--- config.mk ---
export PLATFORM = sky130hd
export DESIGN_NAME = prd_predriver
export DESIGN_NICKNAME = d
export VERILOG_FILES = /design/src/design/prd_pkg.sv /design/src/design/prd_tmr_if.sv /design/src/design/prd_sync.sv /design/src/design/prd_timer.sv /design/src/design/prd_predriver.sv
export SDC_FILE = /design/constraint.sdc
export NUM_CORES = 1
export LEC_CHECK = 0
export BUFFER_PORTS_ARGS = -buffer_cell sky130_fd_sc_hd__buf_2
export CORE_UTILIZATION = 40
export CTS_CLUSTER_DIAMETER = 120
export CTS_CLUSTER_SIZE = 12
export DETAILED_ROUTE_END_ITERATION = 7
export GPL_ROUTABILITY_DRIVEN = 0
export GPL_TIMING_DRIVEN = 0
export HOLD_SLACK_MARGIN = 0.06
export PLACE_DENSITY = 0.55
export SYNTH_ARGS = -nofsm -noshare
export SYNTH_HDL_FRONTEND = slang
export SYNTH_SLANG_ARGS = --single-unit
--- constraint.sdc ---
create_clock -name mclk -period 2.7 [get_ports mclk]
set_input_delay 0.27 -clock mclk [delete_from_list [all_inputs] [get_ports mclk]]
set_output_delay 0.27 -clock mclk [all_outputs]
set_load 0.01 [all_outputs]
--- src/design/prd_pkg.sv ---
// prd_pkg: shared constants, field layout and types of the predriver register bank
// assumes: one system clock at CLK_KHZ; every default cycle count in prd_predriver is derived from it
package prd_pkg;
	localparam int CLK_KHZ = 250000;
	localparam int NUM_CH = 6;
	localparam int WORD_BITS = 16;
	localparam int CNT_W = 5;
	localparam int TMR_W = 24;
	localparam int FLT_BITS = 3;
	localparam int SYNC_W = 7 + 3 * NUM_CH;
	localparam logic [6:0] SYNC_INIT_HI = 7'h68;

	localparam logic [3:0] ADDR_GATE = 4'h1;
	localparam logic [3:0] ADDR_MASK = 4'h5;
	localparam int ADDR_MSB = 15;
	localparam int ADDR_LSB = 12;
	localparam int CFG_FLAG_BIT = 15;
	localparam int CH_SEL_MSB = 14;
	localparam int CH_SEL_LSB = 12;
	localparam int OLM_BIT = 6;

	localparam int RT_MSB = 11;
	localparam int RT_LSB = 10;
	localparam int NPD_BIT = 8;
	localparam int TOF_MSB = 7;
	localparam int TOF_LSB = 6;
	localparam int TON_MSB = 5;
	localparam int TON_LSB = 4;
	localparam int SB_MSB = 3;
	localparam int SB_LSB = 1;
	localparam int SG_BIT = 0;

	localparam int FF_BIT = 15;
	localparam int UV_BIT = 14;
	localparam int LR_BIT = 13;
	localparam int OT_BIT = 12;
	localparam int FR_BIT = 11;
	localparam int FLT_SG = 2;
	localparam int FLT_SB = 1;
	localparam int FLT_OL = 0;

	localparam int SHORT_RETRY_MS = 10;
	localparam int LONG_RETRY_MS = 55;
	localparam int OFF_BLANK0_US = 80;
	localparam int OFF_BLANK1_US = 140;
	localparam int OFF_BLANK2_US = 280;
	localparam int OFF_BLANK3_MS = 4;
	localparam int ON_BLANK0_US = 5;
	localparam int ON_BLANK1_US = 14;
	localparam int ON_BLANK2_US = 28;
	localparam int ON_BLANK3_US = 56;
	localparam int US_PER_MS = 1000;

	typedef struct packed {
		logic [1:0] retry_select;
		logic pulldown_disable;
		logic [1:0] off_blank_select;
		logic [1:0] on_blank_select;
		logic [2:0] battery_short_threshold;
		logic ground_short_threshold;
	} prd_cfg_s;

	localparam prd_cfg_s CFG_RESET = '0;

	typedef enum logic [2:0] {
		PRD_IDLE = 3'h1,
		PRD_FRAME = 3'h2,
		PRD_OVER = 3'h4
	} prd_spi_e;
endpackage : prd_pkg

--- src/design/prd_tmr_if.sv ---
// prd_tmr_if: start/load/done bundle between the register bank and a timer
// assumes: start is a one-cycle pulse on mclk
`timescale 1ns/1ps
interface prd_tmr_if;
	logic start;
	logic [prd_pkg::TMR_W-1:0] load;
	logic done;

	modport owner (output start, output load, input done);
	modport timer (input start, input load, output done);
endinterface : prd_tmr_if

--- src/design/prd_sync.sv ---
// prd_sync: three-stage input synchroniser with agreement filter
// assumes: inputs are asynchronous to mclk
`timescale 1ns/1ps
module prd_sync #(
	parameter int W = 1,
	parameter logic [W-1:0] INIT = '0
) (
	input wire logic mclk,
	input wire logic rst_b,
	input wire logic [W-1:0] raw,
	output logic [W-1:0] clean
);
	logic [W-1:0] s1_q;
	logic [W-1:0] s2_q;
	logic [W-1:0] s3_q;

	// the first stage feeds only the second
	always_ff @(posedge mclk or negedge rst_b)
		if (!rst_b)
		begin
			s1_q <= INIT;
			s2_q <= INIT;
			s3_q <= INIT;
			clean <= INIT;
		end
		else
		begin
			s1_q <= raw;
			s2_q <= s1_q;
			s3_q <= s2_q;
			for (int i = 0; i < W; i++)
				if (s2_q[i] == s3_q[i])
					clean[i] <= s3_q[i];
		end
endmodule : prd_sync

--- src/design/prd_timer.sv ---
// prd_timer: reloadable down counter, one-cycle done pulse after load cycles
// assumes: load is at least 1; a new start restarts the count
`timescale 1ns/1ps
module prd_timer (
	input wire logic mclk,
	input wire logic rst_b,
	prd_tmr_if.timer tmr
);
	logic [prd_pkg::TMR_W-1:0] cnt_q;
	localparam logic [prd_pkg::TMR_W-1:0] ONE = 24'h000001;

	always_ff @(posedge mclk or negedge rst_b)
		if (!rst_b)
		begin
			cnt_q <= '0;
			tmr.done <= 1'b0;
		end
		else
		begin
			tmr.done <= (cnt_q == ONE) && !tmr.start;
			if (tmr.start)
				cnt_q <= tmr.load;
			else if (cnt_q != '0)
				cnt_q <= cnt_q - ONE;
		end
endmodule : prd_timer

--- src/design/prd_predriver.sv ---
// prd_predriver: serial register bank and channel fault logic of a six-channel gate predriver
// assumes: serial pins and analog comparator flags are asynchronous; mclk far faster than the serial clock
//
// How it works
// - 16-bit words, MSB first, top nibble addresses
// - gate select at 1, fault mask at 5
// - top bit set: config write, channel in 14:12
// - gate high: select, reset pin high, no battery-short lockout
// - masked channel: faults ignored and unreported
// - open-load mask disables diagnosis where pulldown off
// - retry: upper bit 0 lockout, 10 short, 11 long
// - pulldown disable: 0 enables, 1 disables
// - off blank: 80us, 140us, 280us, 4ms
// - on blank: 5us, 14us, 28us, 56us
// - battery short threshold code drives comparator
// - ground short threshold bit drives comparator
// - writable bits clear at power-on reset
// - bit 15 flags any fault since last fault reset
// - undervoltage flag: logic or regulator supply
// - logic reset flag held until next read
// - overtemperature flag since last fault reset
// - bit 11 names the status word sent
// - channel flags in 8:0, two pages, 10:9 zero
`timescale 1ns/1ps
module prd_predriver #(
	parameter int SHORT_RETRY_CYC = prd_pkg::SHORT_RETRY_MS * prd_pkg::CLK_KHZ,
	parameter int LONG_RETRY_CYC = prd_pkg::LONG_RETRY_MS * prd_pkg::CLK_KHZ,
	parameter int OFF_BLANK0_CYC = prd_pkg::OFF_BLANK0_US * prd_pkg::CLK_KHZ / prd_pkg::US_PER_MS,
	parameter int OFF_BLANK1_CYC = prd_pkg::OFF_BLANK1_US * prd_pkg::CLK_KHZ / prd_pkg::US_PER_MS,
	parameter int OFF_BLANK2_CYC = prd_pkg::OFF_BLANK2_US * prd_pkg::CLK_KHZ / prd_pkg::US_PER_MS,
	parameter int OFF_BLANK3_CYC = prd_pkg::OFF_BLANK3_MS * prd_pkg::CLK_KHZ,
	parameter int ON_BLANK0_CYC = prd_pkg::ON_BLANK0_US * prd_pkg::CLK_KHZ / prd_pkg::US_PER_MS,
	parameter int ON_BLANK1_CYC = prd_pkg::ON_BLANK1_US * prd_pkg::CLK_KHZ / prd_pkg::US_PER_MS,
	parameter int ON_BLANK2_CYC = prd_pkg::ON_BLANK2_US * prd_pkg::CLK_KHZ / prd_pkg::US_PER_MS,
	parameter int ON_BLANK3_CYC = prd_pkg::ON_BLANK3_US * prd_pkg::CLK_KHZ / prd_pkg::US_PER_MS
) (
	input wire logic mclk,
	input wire logic rst_b,
	input wire logic serial_csn_b,
	input wire logic serial_clk,
	input wire logic serial_din,
	output logic serial_dout,
	output logic serial_dout_oe,
	input wire logic external_reset_low,
	input wire logic vdd_undervoltage,
	input wire logic vreg_undervoltage,
	input wire logic overtemp_detect,
	input wire logic [prd_pkg::NUM_CH-1:0] battery_short_detect,
	input wire logic [prd_pkg::NUM_CH-1:0] ground_short_detect,
	input wire logic [prd_pkg::NUM_CH-1:0] open_load_detect,
	output logic [prd_pkg::NUM_CH-1:0] gate_drive_out,
	output logic [prd_pkg::NUM_CH-1:0] pulldown_en,
	output logic [3*prd_pkg::NUM_CH-1:0] battery_short_threshold,
	output logic [prd_pkg::NUM_CH-1:0] ground_short_threshold
);
	localparam int NCH = prd_pkg::NUM_CH;
	localparam int MAX_CYC = 2 ** prd_pkg::TMR_W - 1;
	localparam logic [prd_pkg::CNT_W-1:0] FULL_CNT = 5'h10;
	localparam logic [prd_pkg::CNT_W-1:0] ONE_CNT = 5'h01;

	// a cycle count wider than the timer would wrap silently
	if (SHORT_RETRY_CYC < 1 || SHORT_RETRY_CYC > MAX_CYC || LONG_RETRY_CYC < 1 || LONG_RETRY_CYC > MAX_CYC)
	begin : g_bad_retry
		$error("retry cycle count out of timer range");
	end
	if (OFF_BLANK0_CYC < 1 || OFF_BLANK3_CYC > MAX_CYC || ON_BLANK0_CYC < 1 || ON_BLANK3_CYC > MAX_CYC)
	begin : g_bad_blank
		$error("blank cycle count out of timer range");
	end

	function automatic prd_pkg::prd_cfg_s to_cfg(input logic [prd_pkg::WORD_BITS-1:0] w);
		prd_pkg::prd_cfg_s c;
		c.retry_select = w[prd_pkg::RT_MSB:prd_pkg::RT_LSB];
		c.pulldown_disable = w[prd_pkg::NPD_BIT];
		c.off_blank_select = w[prd_pkg::TOF_MSB:prd_pkg::TOF_LSB];
		c.on_blank_select = w[prd_pkg::TON_MSB:prd_pkg::TON_LSB];
		c.battery_short_threshold = w[prd_pkg::SB_MSB:prd_pkg::SB_LSB];
		c.ground_short_threshold = w[prd_pkg::SG_BIT];
		return c;
	endfunction : to_cfg

	function automatic logic [prd_pkg::TMR_W-1:0] blank_cycles(input logic on, input prd_pkg::prd_cfg_s c);
		int n;
		n = 0;
		if (on)
			case (c.on_blank_select)
				2'h0: n = ON_BLANK0_CYC;
				2'h1: n = ON_BLANK1_CYC;
				2'h2: n = ON_BLANK2_CYC;
				default: n = ON_BLANK3_CYC;
			endcase
		else
			case (c.off_blank_select)
				2'h0: n = OFF_BLANK0_CYC;
				2'h1: n = OFF_BLANK1_CYC;
				2'h2: n = OFF_BLANK2_CYC;
				default: n = OFF_BLANK3_CYC;
			endcase
		return prd_pkg::TMR_W'(n);
	endfunction : blank_cycles

	function automatic logic [prd_pkg::WORD_BITS-1:0] status_word(
		input logic page,
		input logic ff,
		input logic uv,
		input logic lr,
		input logic ot,
		input logic [3*NCH-1:0] rep
	);
		logic [prd_pkg::WORD_BITS-1:0] w;
		w = '0;
		w[prd_pkg::FF_BIT] = ff;
		w[prd_pkg::UV_BIT] = uv;
		w[prd_pkg::LR_BIT] = lr;
		w[prd_pkg::OT_BIT] = ot;
		w[prd_pkg::FR_BIT] = page;
		w[3*prd_pkg::FLT_BITS-1:0] = page ? rep[3*NCH-1:3*prd_pkg::FLT_BITS] : rep[3*prd_pkg::FLT_BITS-1:0];
		return w;
	endfunction : status_word

	// pin synchronisers
	logic [prd_pkg::SYNC_W-1:0] pins_s;
	logic csn_s;
	logic sck_s;
	logic si_s;
	logic ext_high_s;
	logic uvd_s;
	logic uvr_s;
	logic ot_s;
	logic [NCH-1:0] bsd_s;
	logic [NCH-1:0] gsd_s;
	logic [NCH-1:0] old_s;

	prd_sync #(
		.W(prd_pkg::SYNC_W),
		.INIT({prd_pkg::SYNC_INIT_HI, {(3*NCH){1'b0}}})
	) u_sync (
		.mclk(mclk),
		.rst_b(rst_b),
		.raw({serial_csn_b, serial_clk, serial_din, external_reset_low, vdd_undervoltage,
			vreg_undervoltage, overtemp_detect, battery_short_detect, ground_short_detect, open_load_detect}),
		.clean(pins_s)
	);

	assign {csn_s, sck_s, si_s, ext_high_s, uvd_s, uvr_s, ot_s, bsd_s, gsd_s, old_s} = pins_s;

	// serial frame
	logic csn_prev_q;
	logic sck_prev_q;
	logic csn_fall;
	logic csn_rise;
	logic sck_rise;
	logic sck_fall;
	prd_pkg::prd_spi_e st_q;
	prd_pkg::prd_spi_e st_d;
	logic [prd_pkg::CNT_W-1:0] bits_q;
	logic [prd_pkg::WORD_BITS-1:0] sh_in_q;
	logic [prd_pkg::WORD_BITS-1:0] sh_out_q;
	logic end_ok;
	logic poll;
	logic bad;

	always_ff @(posedge mclk or negedge rst_b)
		if (!rst_b)
		begin
			csn_prev_q <= 1'b1;
			sck_prev_q <= 1'b1;
		end
		else
		begin
			csn_prev_q <= csn_s;
			sck_prev_q <= sck_s;
		end

	assign csn_fall = csn_prev_q & ~csn_s;
	assign csn_rise = ~csn_prev_q & csn_s;
	assign sck_rise = ~sck_prev_q & sck_s & ~csn_s;
	assign sck_fall = sck_prev_q & ~sck_s & ~csn_s;

	always_comb
	begin
		st_d = st_q;
		case (st_q)
			prd_pkg::PRD_IDLE:
				if (csn_fall)
					st_d = prd_pkg::PRD_FRAME;
			prd_pkg::PRD_FRAME:
				if (csn_rise)
					st_d = prd_pkg::PRD_IDLE;
				else if (sck_rise && bits_q == FULL_CNT)
					st_d = prd_pkg::PRD_OVER;
			prd_pkg::PRD_OVER:
				if (csn_rise)
					st_d = prd_pkg::PRD_IDLE;
			default:
				st_d = prd_pkg::PRD_IDLE;
		endcase
	end

	always_ff @(posedge mclk or negedge rst_b)
		if (!rst_b)
			st_q <= prd_pkg::PRD_IDLE;
		else
			st_q <= st_d;

	// a word counts only with exactly sixteen edges; a frame with none is a poll
	assign end_ok = csn_rise && st_q == prd_pkg::PRD_FRAME && bits_q == FULL_CNT;
	assign poll = csn_rise && st_q == prd_pkg::PRD_FRAME && bits_q == '0;
	assign bad = csn_rise && ((st_q == prd_pkg::PRD_FRAME && bits_q != '0 && bits_q != FULL_CNT)
		|| st_q == prd_pkg::PRD_OVER);

	// fault status
	logic uv_q;
	logic ot_q;
	logic lr_q;
	logic err_q;
	logic page_q;
	logic [3*NCH-1:0] rep;
	logic ff;

	assign ff = (|rep) | uv_q | ot_q | lr_q | err_q;

	always_ff @(posedge mclk or negedge rst_b)
		if (!rst_b)
		begin
			bits_q <= '0;
			sh_in_q <= '0;
			sh_out_q <= '0;
		end
		else if (csn_fall && st_q == prd_pkg::PRD_IDLE)
		begin
			// snapshot keeps the word steady while it is shifted out
			bits_q <= '0;
			sh_out_q <= status_word(page_q, ff, uv_q, lr_q, ot_q, rep);
		end
		else if (st_q == prd_pkg::PRD_FRAME)
		begin
			if (sck_rise && bits_q != FULL_CNT)
			begin
				sh_in_q <= {sh_in_q[prd_pkg::WORD_BITS-2:0], si_s};
				bits_q <= bits_q + ONE_CNT;
			end
			if (sck_fall)
				sh_out_q <= {sh_out_q[prd_pkg::WORD_BITS-2:0], 1'b0};
		end

	always_ff @(posedge mclk or negedge rst_b)
		if (!rst_b)
		begin
			serial_dout <= 1'b0;
			serial_dout_oe <= 1'b0;
		end
		else
		begin
			serial_dout <= sh_out_q[prd_pkg::WORD_BITS-1];
			serial_dout_oe <= ~csn_s;
		end

	always_ff @(posedge mclk or negedge rst_b)
		if (!rst_b)
		begin
			uv_q <= 1'b0;
			ot_q <= 1'b0;
			lr_q <= 1'b1;
			err_q <= 1'b0;
		end
		else
		begin
			uv_q <= uvd_s | uvr_s | (uv_q & ~end_ok);
			ot_q <= ot_s | (ot_q & ~end_ok);
			lr_q <= ~ext_high_s | (lr_q & ~end_ok);
			err_q <= bad | (err_q & ~end_ok);
		end

	always_ff @(posedge mclk or negedge rst_b)
		if (!rst_b)
			page_q <= 1'b0;
		else if (!ext_high_s || poll)
			page_q <= 1'b0;
		else if (end_ok)
			page_q <= ~page_q;

	// writable registers
	logic [NCH-1:0] gate_sel_q;
	logic [NCH-1:0] mask_q;
	logic olm_q;
	prd_pkg::prd_cfg_s [NCH-1:0] cfg_q;
	logic [3:0] addr;
	logic is_cfg;

	assign addr = sh_in_q[prd_pkg::ADDR_MSB:prd_pkg::ADDR_LSB];
	assign is_cfg = sh_in_q[prd_pkg::CFG_FLAG_BIT];

	always_ff @(posedge mclk or negedge rst_b)
		if (!rst_b)
		begin
			gate_sel_q <= '0;
			mask_q <= '0;
			olm_q <= 1'b0;
		end
		else if (end_ok && !is_cfg)
		begin
			if (addr == prd_pkg::ADDR_GATE)
				gate_sel_q <= sh_in_q[NCH-1:0];
			if (addr == prd_pkg::ADDR_MASK)
			begin
				mask_q <= sh_in_q[NCH-1:0];
				olm_q <= sh_in_q[prd_pkg::OLM_BIT];
			end
		end

	// selects 6 and 7 match no channel and change nothing
	always_ff @(posedge mclk or negedge rst_b)
		if (!rst_b)
			cfg_q <= {NCH{prd_pkg::CFG_RESET}};
		else if (end_ok && is_cfg)
			for (int i = 0; i < NCH; i++)
				if (sh_in_q[prd_pkg::CH_SEL_MSB:prd_pkg::CH_SEL_LSB] == 3'(i))
					cfg_q[i] <= to_cfg(sh_in_q);

	// channels
	logic [NCH-1:0] gate_vec;

	for (genvar c = 0; c < NCH; c++)
	begin : g_ch
		prd_tmr_if blank_if();
		prd_tmr_if retry_if();
		logic live;
		logic ol_en;
		logic gate_q;
		logic gate_dly_q;
		logic phase_on_q;
		logic block_q;
		logic [prd_pkg::FLT_BITS-1:0] flag_q;
		logic [prd_pkg::FLT_BITS-1:0] ok_q;
		logic [prd_pkg::FLT_BITS-1:0] hit;
		logic [prd_pkg::FLT_BITS-1:0] miss;
		logic [prd_pkg::FLT_BITS-1:0] seen;

		assign live = ~mask_q[c];
		assign ol_en = ~(olm_q & cfg_q[c].pulldown_disable);

		// comparators are judged only when a blank time runs out
		assign seen[prd_pkg::FLT_SB] = phase_on_q & bsd_s[c];
		assign seen[prd_pkg::FLT_SG] = ~phase_on_q & gsd_s[c];
		assign seen[prd_pkg::FLT_OL] = ~phase_on_q & old_s[c] & ol_en;
		assign hit = {prd_pkg::FLT_BITS{live & blank_if.done}} & seen;
		assign miss = {prd_pkg::FLT_BITS{live & blank_if.done}} & ~seen
			& {~phase_on_q, phase_on_q, ~phase_on_q};

		assign blank_if.start = gate_q ^ gate_dly_q;
		assign blank_if.load = blank_cycles(gate_q, cfg_q[c]);
		assign retry_if.start = hit[prd_pkg::FLT_SB] & cfg_q[c].retry_select[1];
		assign retry_if.load = cfg_q[c].retry_select[0] ? prd_pkg::TMR_W'(LONG_RETRY_CYC)
			: prd_pkg::TMR_W'(SHORT_RETRY_CYC);

		prd_timer u_blank (
			.mclk(mclk),
			.rst_b(rst_b),
			.tmr(blank_if)
		);

		prd_timer u_retry (
			.mclk(mclk),
			.rst_b(rst_b),
			.tmr(retry_if)
		);

		always_ff @(posedge mclk or negedge rst_b)
			if (!rst_b)
			begin
				gate_q <= 1'b0;
				gate_dly_q <= 1'b0;
				phase_on_q <= 1'b0;
			end
			else
			begin
				gate_q <= gate_sel_q[c] & ext_high_s & ~(block_q & live);
				gate_dly_q <= gate_q;
				if (blank_if.start)
					phase_on_q <= gate_q;
			end

		// with retry_select[1] clear, lockout only ends with the reset pin; with it set, a retry reopens the gate to test again
		always_ff @(posedge mclk or negedge rst_b)
			if (!rst_b)
				block_q <= 1'b0;
			else if (!ext_high_s)
				block_q <= 1'b0;
			else if (hit[prd_pkg::FLT_SB])
				block_q <= 1'b1;
			else if (retry_if.done && cfg_q[c].retry_select[1])
				block_q <= 1'b0;

		// a flag clears at the end of a read only once the fault was seen gone; a new hit wins
		always_ff @(posedge mclk or negedge rst_b)
			if (!rst_b)
			begin
				flag_q <= '0;
				ok_q <= '0;
			end
			else if (!ext_high_s)
			begin
				flag_q <= '0;
				ok_q <= '0;
			end
			else
			begin
				flag_q <= hit | (flag_q & ~(ok_q & {prd_pkg::FLT_BITS{end_ok}}));
				ok_q <= (ok_q | miss) & ~hit;
			end

		assign rep[prd_pkg::FLT_BITS*c +: prd_pkg::FLT_BITS] = flag_q & {prd_pkg::FLT_BITS{live}};
		assign gate_vec[c] = gate_q;
		assign battery_short_threshold[3*c +: 3] = cfg_q[c].battery_short_threshold;
		assign ground_short_threshold[c] = cfg_q[c].ground_short_threshold;
	end

	assign gate_drive_out = gate_vec;

	always_ff @(posedge mclk or negedge rst_b)
		if (!rst_b)
			pulldown_en <= '0;
		else
			for (int i = 0; i < NCH; i++)
				pulldown_en[i] <= ~cfg_q[i].pulldown_disable;
endmodule : prd_predriver

==> flow_summary.json <==
{
  "status": "complete, no violations",
  "antenna_cells": 0,
  "grt_util_met3": 0.0327,
  "min_path_type": "input pin to async pin",
  "r2r_slack_ps": 110,
  "cp_common_cell": "or4_4",
  "syn_nets": 3072,
  "clkTransAtPathRegs_ps": 70,
  "core-area_mm2": 0.0730,
  "grt_pass1_wl_um": 120000,
  "yosysSeqAreaShare": 0.505,
  "syn_area_per_cell_um2": 10.0,
  "worstPathRequired_ps": 3180,
  "vias_per_cell": 5.50,
  "p_per_area_mw_per_mm2": 504,
  "path_class": "flop to flop",
  "reg2reg_from": "g_ch[3].u_retry.cnt_q[8]",
  "setup_ws_ps": 107,
  "fp-row-count": 99,
  "dp_hpwl_um": 50700,
  "synth_area_mm2": 0.0295,
  "track_usage": 0.197,
  "crit_family": "simple AND/OR/NAND/NOR gates",
  "finalSetupViolCount": 0,
  "place_area_mm2": 0.0311,
  "grt_pass1_vias": 22361,
  "crit_chain": "or4_4 > or4_4 > or3_1 > clkbuf_1 > nand3_1 > xor2_1 > a21oi_1",
  "clk_path_buf_depth": 3,
  "clkSinkCount": 594,
  "finalInstanceArea_mm2": 0.0333,
  "fin_nets": 3227,
  "drc": 0,
  "critical_path.max_stage_delay_ps": 570,
  "relSlewSlack": 0.449,
  "worstSetupEndpointType": "flop",
  "wire_per_inst_um": 18.0,
  "grtUsageMet2": 0.319,
  "tritoncts": "done",
  "tightest_slew_ps": 820,
  "grt_overflow": 0,
  "fp.dieH_um": 273,
  "numCtsBuffers": 55,
  "seq_area_mm2": 0.0149,
  "dieArea_mm2": 0.0748,
  "synth_warnings": 0,
  "detail-route-antenna-nets": 0,
  "irDropWorstVdd_v": 0.000410,
  "drv_cap": 0,
  "htreeDepth": 2,
  "setup.worst_path.start_class": "flop",
  "finClkSkew_ps": 25.4,
  "routed_wl_um": 73300,
  "dieWidth_um": 273,
  "io_pins": 65,
  "place_ws_ps": -690,
  "clk_latency_ps": 610,
  "worstPathArrival_ps": 3080,
  "crit_fanout": 6,
  "synth_edf_count": 0,
  "multi_input_area_mm2": 0.0139,
  "layout_common_cells": "dfrtp_1, nand2_1, nor2_1",
  "synth-main-ff-cell": "dfrtp_1",
  "grt_max_degree": 121,
  "hold_viol_final": 0,
  "synth-async-reset-ratio": 1.00,
  "fin_crit_ps": 2590,
  "vias": 22456,
  "cp_slowest_cell": "or4_4",
  "nFillCells": 6853,
  "crit_buf_inv": 1,
  "initial_core_util": 0.404,
  "fmax_mhz": 386,
  "antenna_found_initial": 2,
  "finalCritPeriodShare": 0.961,
  "drive_above_1_share": 0.117,
  "area_growth_pct": 12.9,
  "r2r_cells": 7,
  "synth.ff_latch_count": 594,
  "grt_busiest_layer": "met2",
  "reg2reg_to": "g_ch[3].u_retry.cnt_q[4]",
  "final_common_cell": "dfrtp_1",
  "p_leak_nw": 16.1,
  "first_iter_violations": 1390,
  "final_util": 0.456,
  "syn-instance-count": 2942,
  "cts-root-buf": "clkbuf_16",
  "portBuffers": 64,
  "first_pass_iters": 5,
  "synth.distinct_cells": 83,
  "use_met1": 0.272,
  "slew_violations": 0
}
-- synth_stat cells, drive strengths merged (23+ instances only) --
master	count	area, µm²
o22ai	33	206
nand3	67	335
dfrtp	578	14500
a21oi	134	671
a31oi	33	206
nand4	23	144
o21ai	143	719
or3	50	318
ha	103	1290
nor4	87	566
and2	31	194
nand2	298	1120
nor3	113	592
or4	41	327
xor2	85	744
inv	91	342
nor3b	29	223
nand2b	31	194
maj3	25	250
nor2	286	1070
buf	46	313
clkbuf	89	340
mux2	82	923
xnor2	113	990
nor2b	54	338
-- what timing repair did --
action	in CTS	in global routing
setup endpoints to repair	160	225
resized for setup	25	49
setup buffers	1	7
cloned	0	0
pin swaps	1	6
hold buffers	26	0
hold endpoints to repair	103	0
-- cells by family after synthesis --
kind of cell    Yosys count  synth area share
fa+ha+maj               128            0.0522
compound gates          501             0.106
xor+xnor                198            0.0589
flops                   594             0.505
buf+inv                 226            0.0338
simple gates           1193             0.206
mux                     102            0.0381
-- report_power, final --
part	leakage (nW)	switching, mW	internal [mW]
logic	7.40	0.318	0.138
clock network	0.734	3.35	3.82
registers	7.97	0.0941	9.04
total	16.1	3.77	13.0
-- per-layer routing --
layer | up-vias | part of all wire
met3 | 95 | 0.049
li1 | 10634 | -
met2 | 488 | 0.46
met1 | 11239 | 0.46
met4 | 0 | 0.023
met5 | - | 0
-- through the flow --
step,hold WS (ps),cells,setup TNS (ps),power (mW)
final,220,4080,0,16.8
after global routing,267,4080,-117,17.4
after CTS,237,4076,0,17.0
after detailed placement,299,3970,-41500,9.74
after global placement,334,3965,-6542860,9.70
after floorplan,-25.6,2942,0,9.40
-- layout make-up --
type,instances,share of cell area
Sequential cell,594,0.448
Clock buffer,80,0.0455
Timing Repair Buffer,103,0.0237
Buffer,130,0.0201
Inverter,91,0.0103
Tap cell,959,0.0361
Clock inverter,1,0.000263
Multi-Input combinational cell,2122,0.417
-- worst reg2reg max path, stage by stage (launching register included) --
cell and delay (ps):
dfrtp_1 400, or4_4 580, or4_4 550, or3_1 380, clkbuf_1 190, nand3_1 140
xor2_1 160, a21oi_1 80
-- sequential cells by signal, indices dropped and copies added, names as in the netlist, 25 cells and up --
| signal | flops |
|---|---|
| u_sync.s3_q | 25 |
| u_sync.s2_q | 25 |
| u_sync.s1_q | 25 |
| g_ch.u_retry.cnt_q | 144 |
| cfg_q | 42 |
| g_ch.u_blank.cnt_q | 144 |
| u_sync.clean | 25 |
-- how the worst max path moves through the flow --
stage	startpoint	end	slack, ps	cells after the start
floorplan	bits_q[0]	battery_short_threshold[13]	240	9
global placement	rst_b	g_ch[3].u_blank.cnt_q[17]	-11120	1
detailed placement	st_q[2]	cfg_q[39]	-690	7
CTS	g_ch[2].u_retry.cnt_q[7]	g_ch[2].u_retry.cnt_q[17]	0.3	7
global route	g_ch[4].u_retry.cnt_q[4]	g_ch[4].u_retry.cnt_q[16]	-30	6
finish	g_ch[3].u_retry.cnt_q[8]	g_ch[3].u_retry.cnt_q[4]	110	7
No activity file was read; power rests on OpenSTA's default activity.
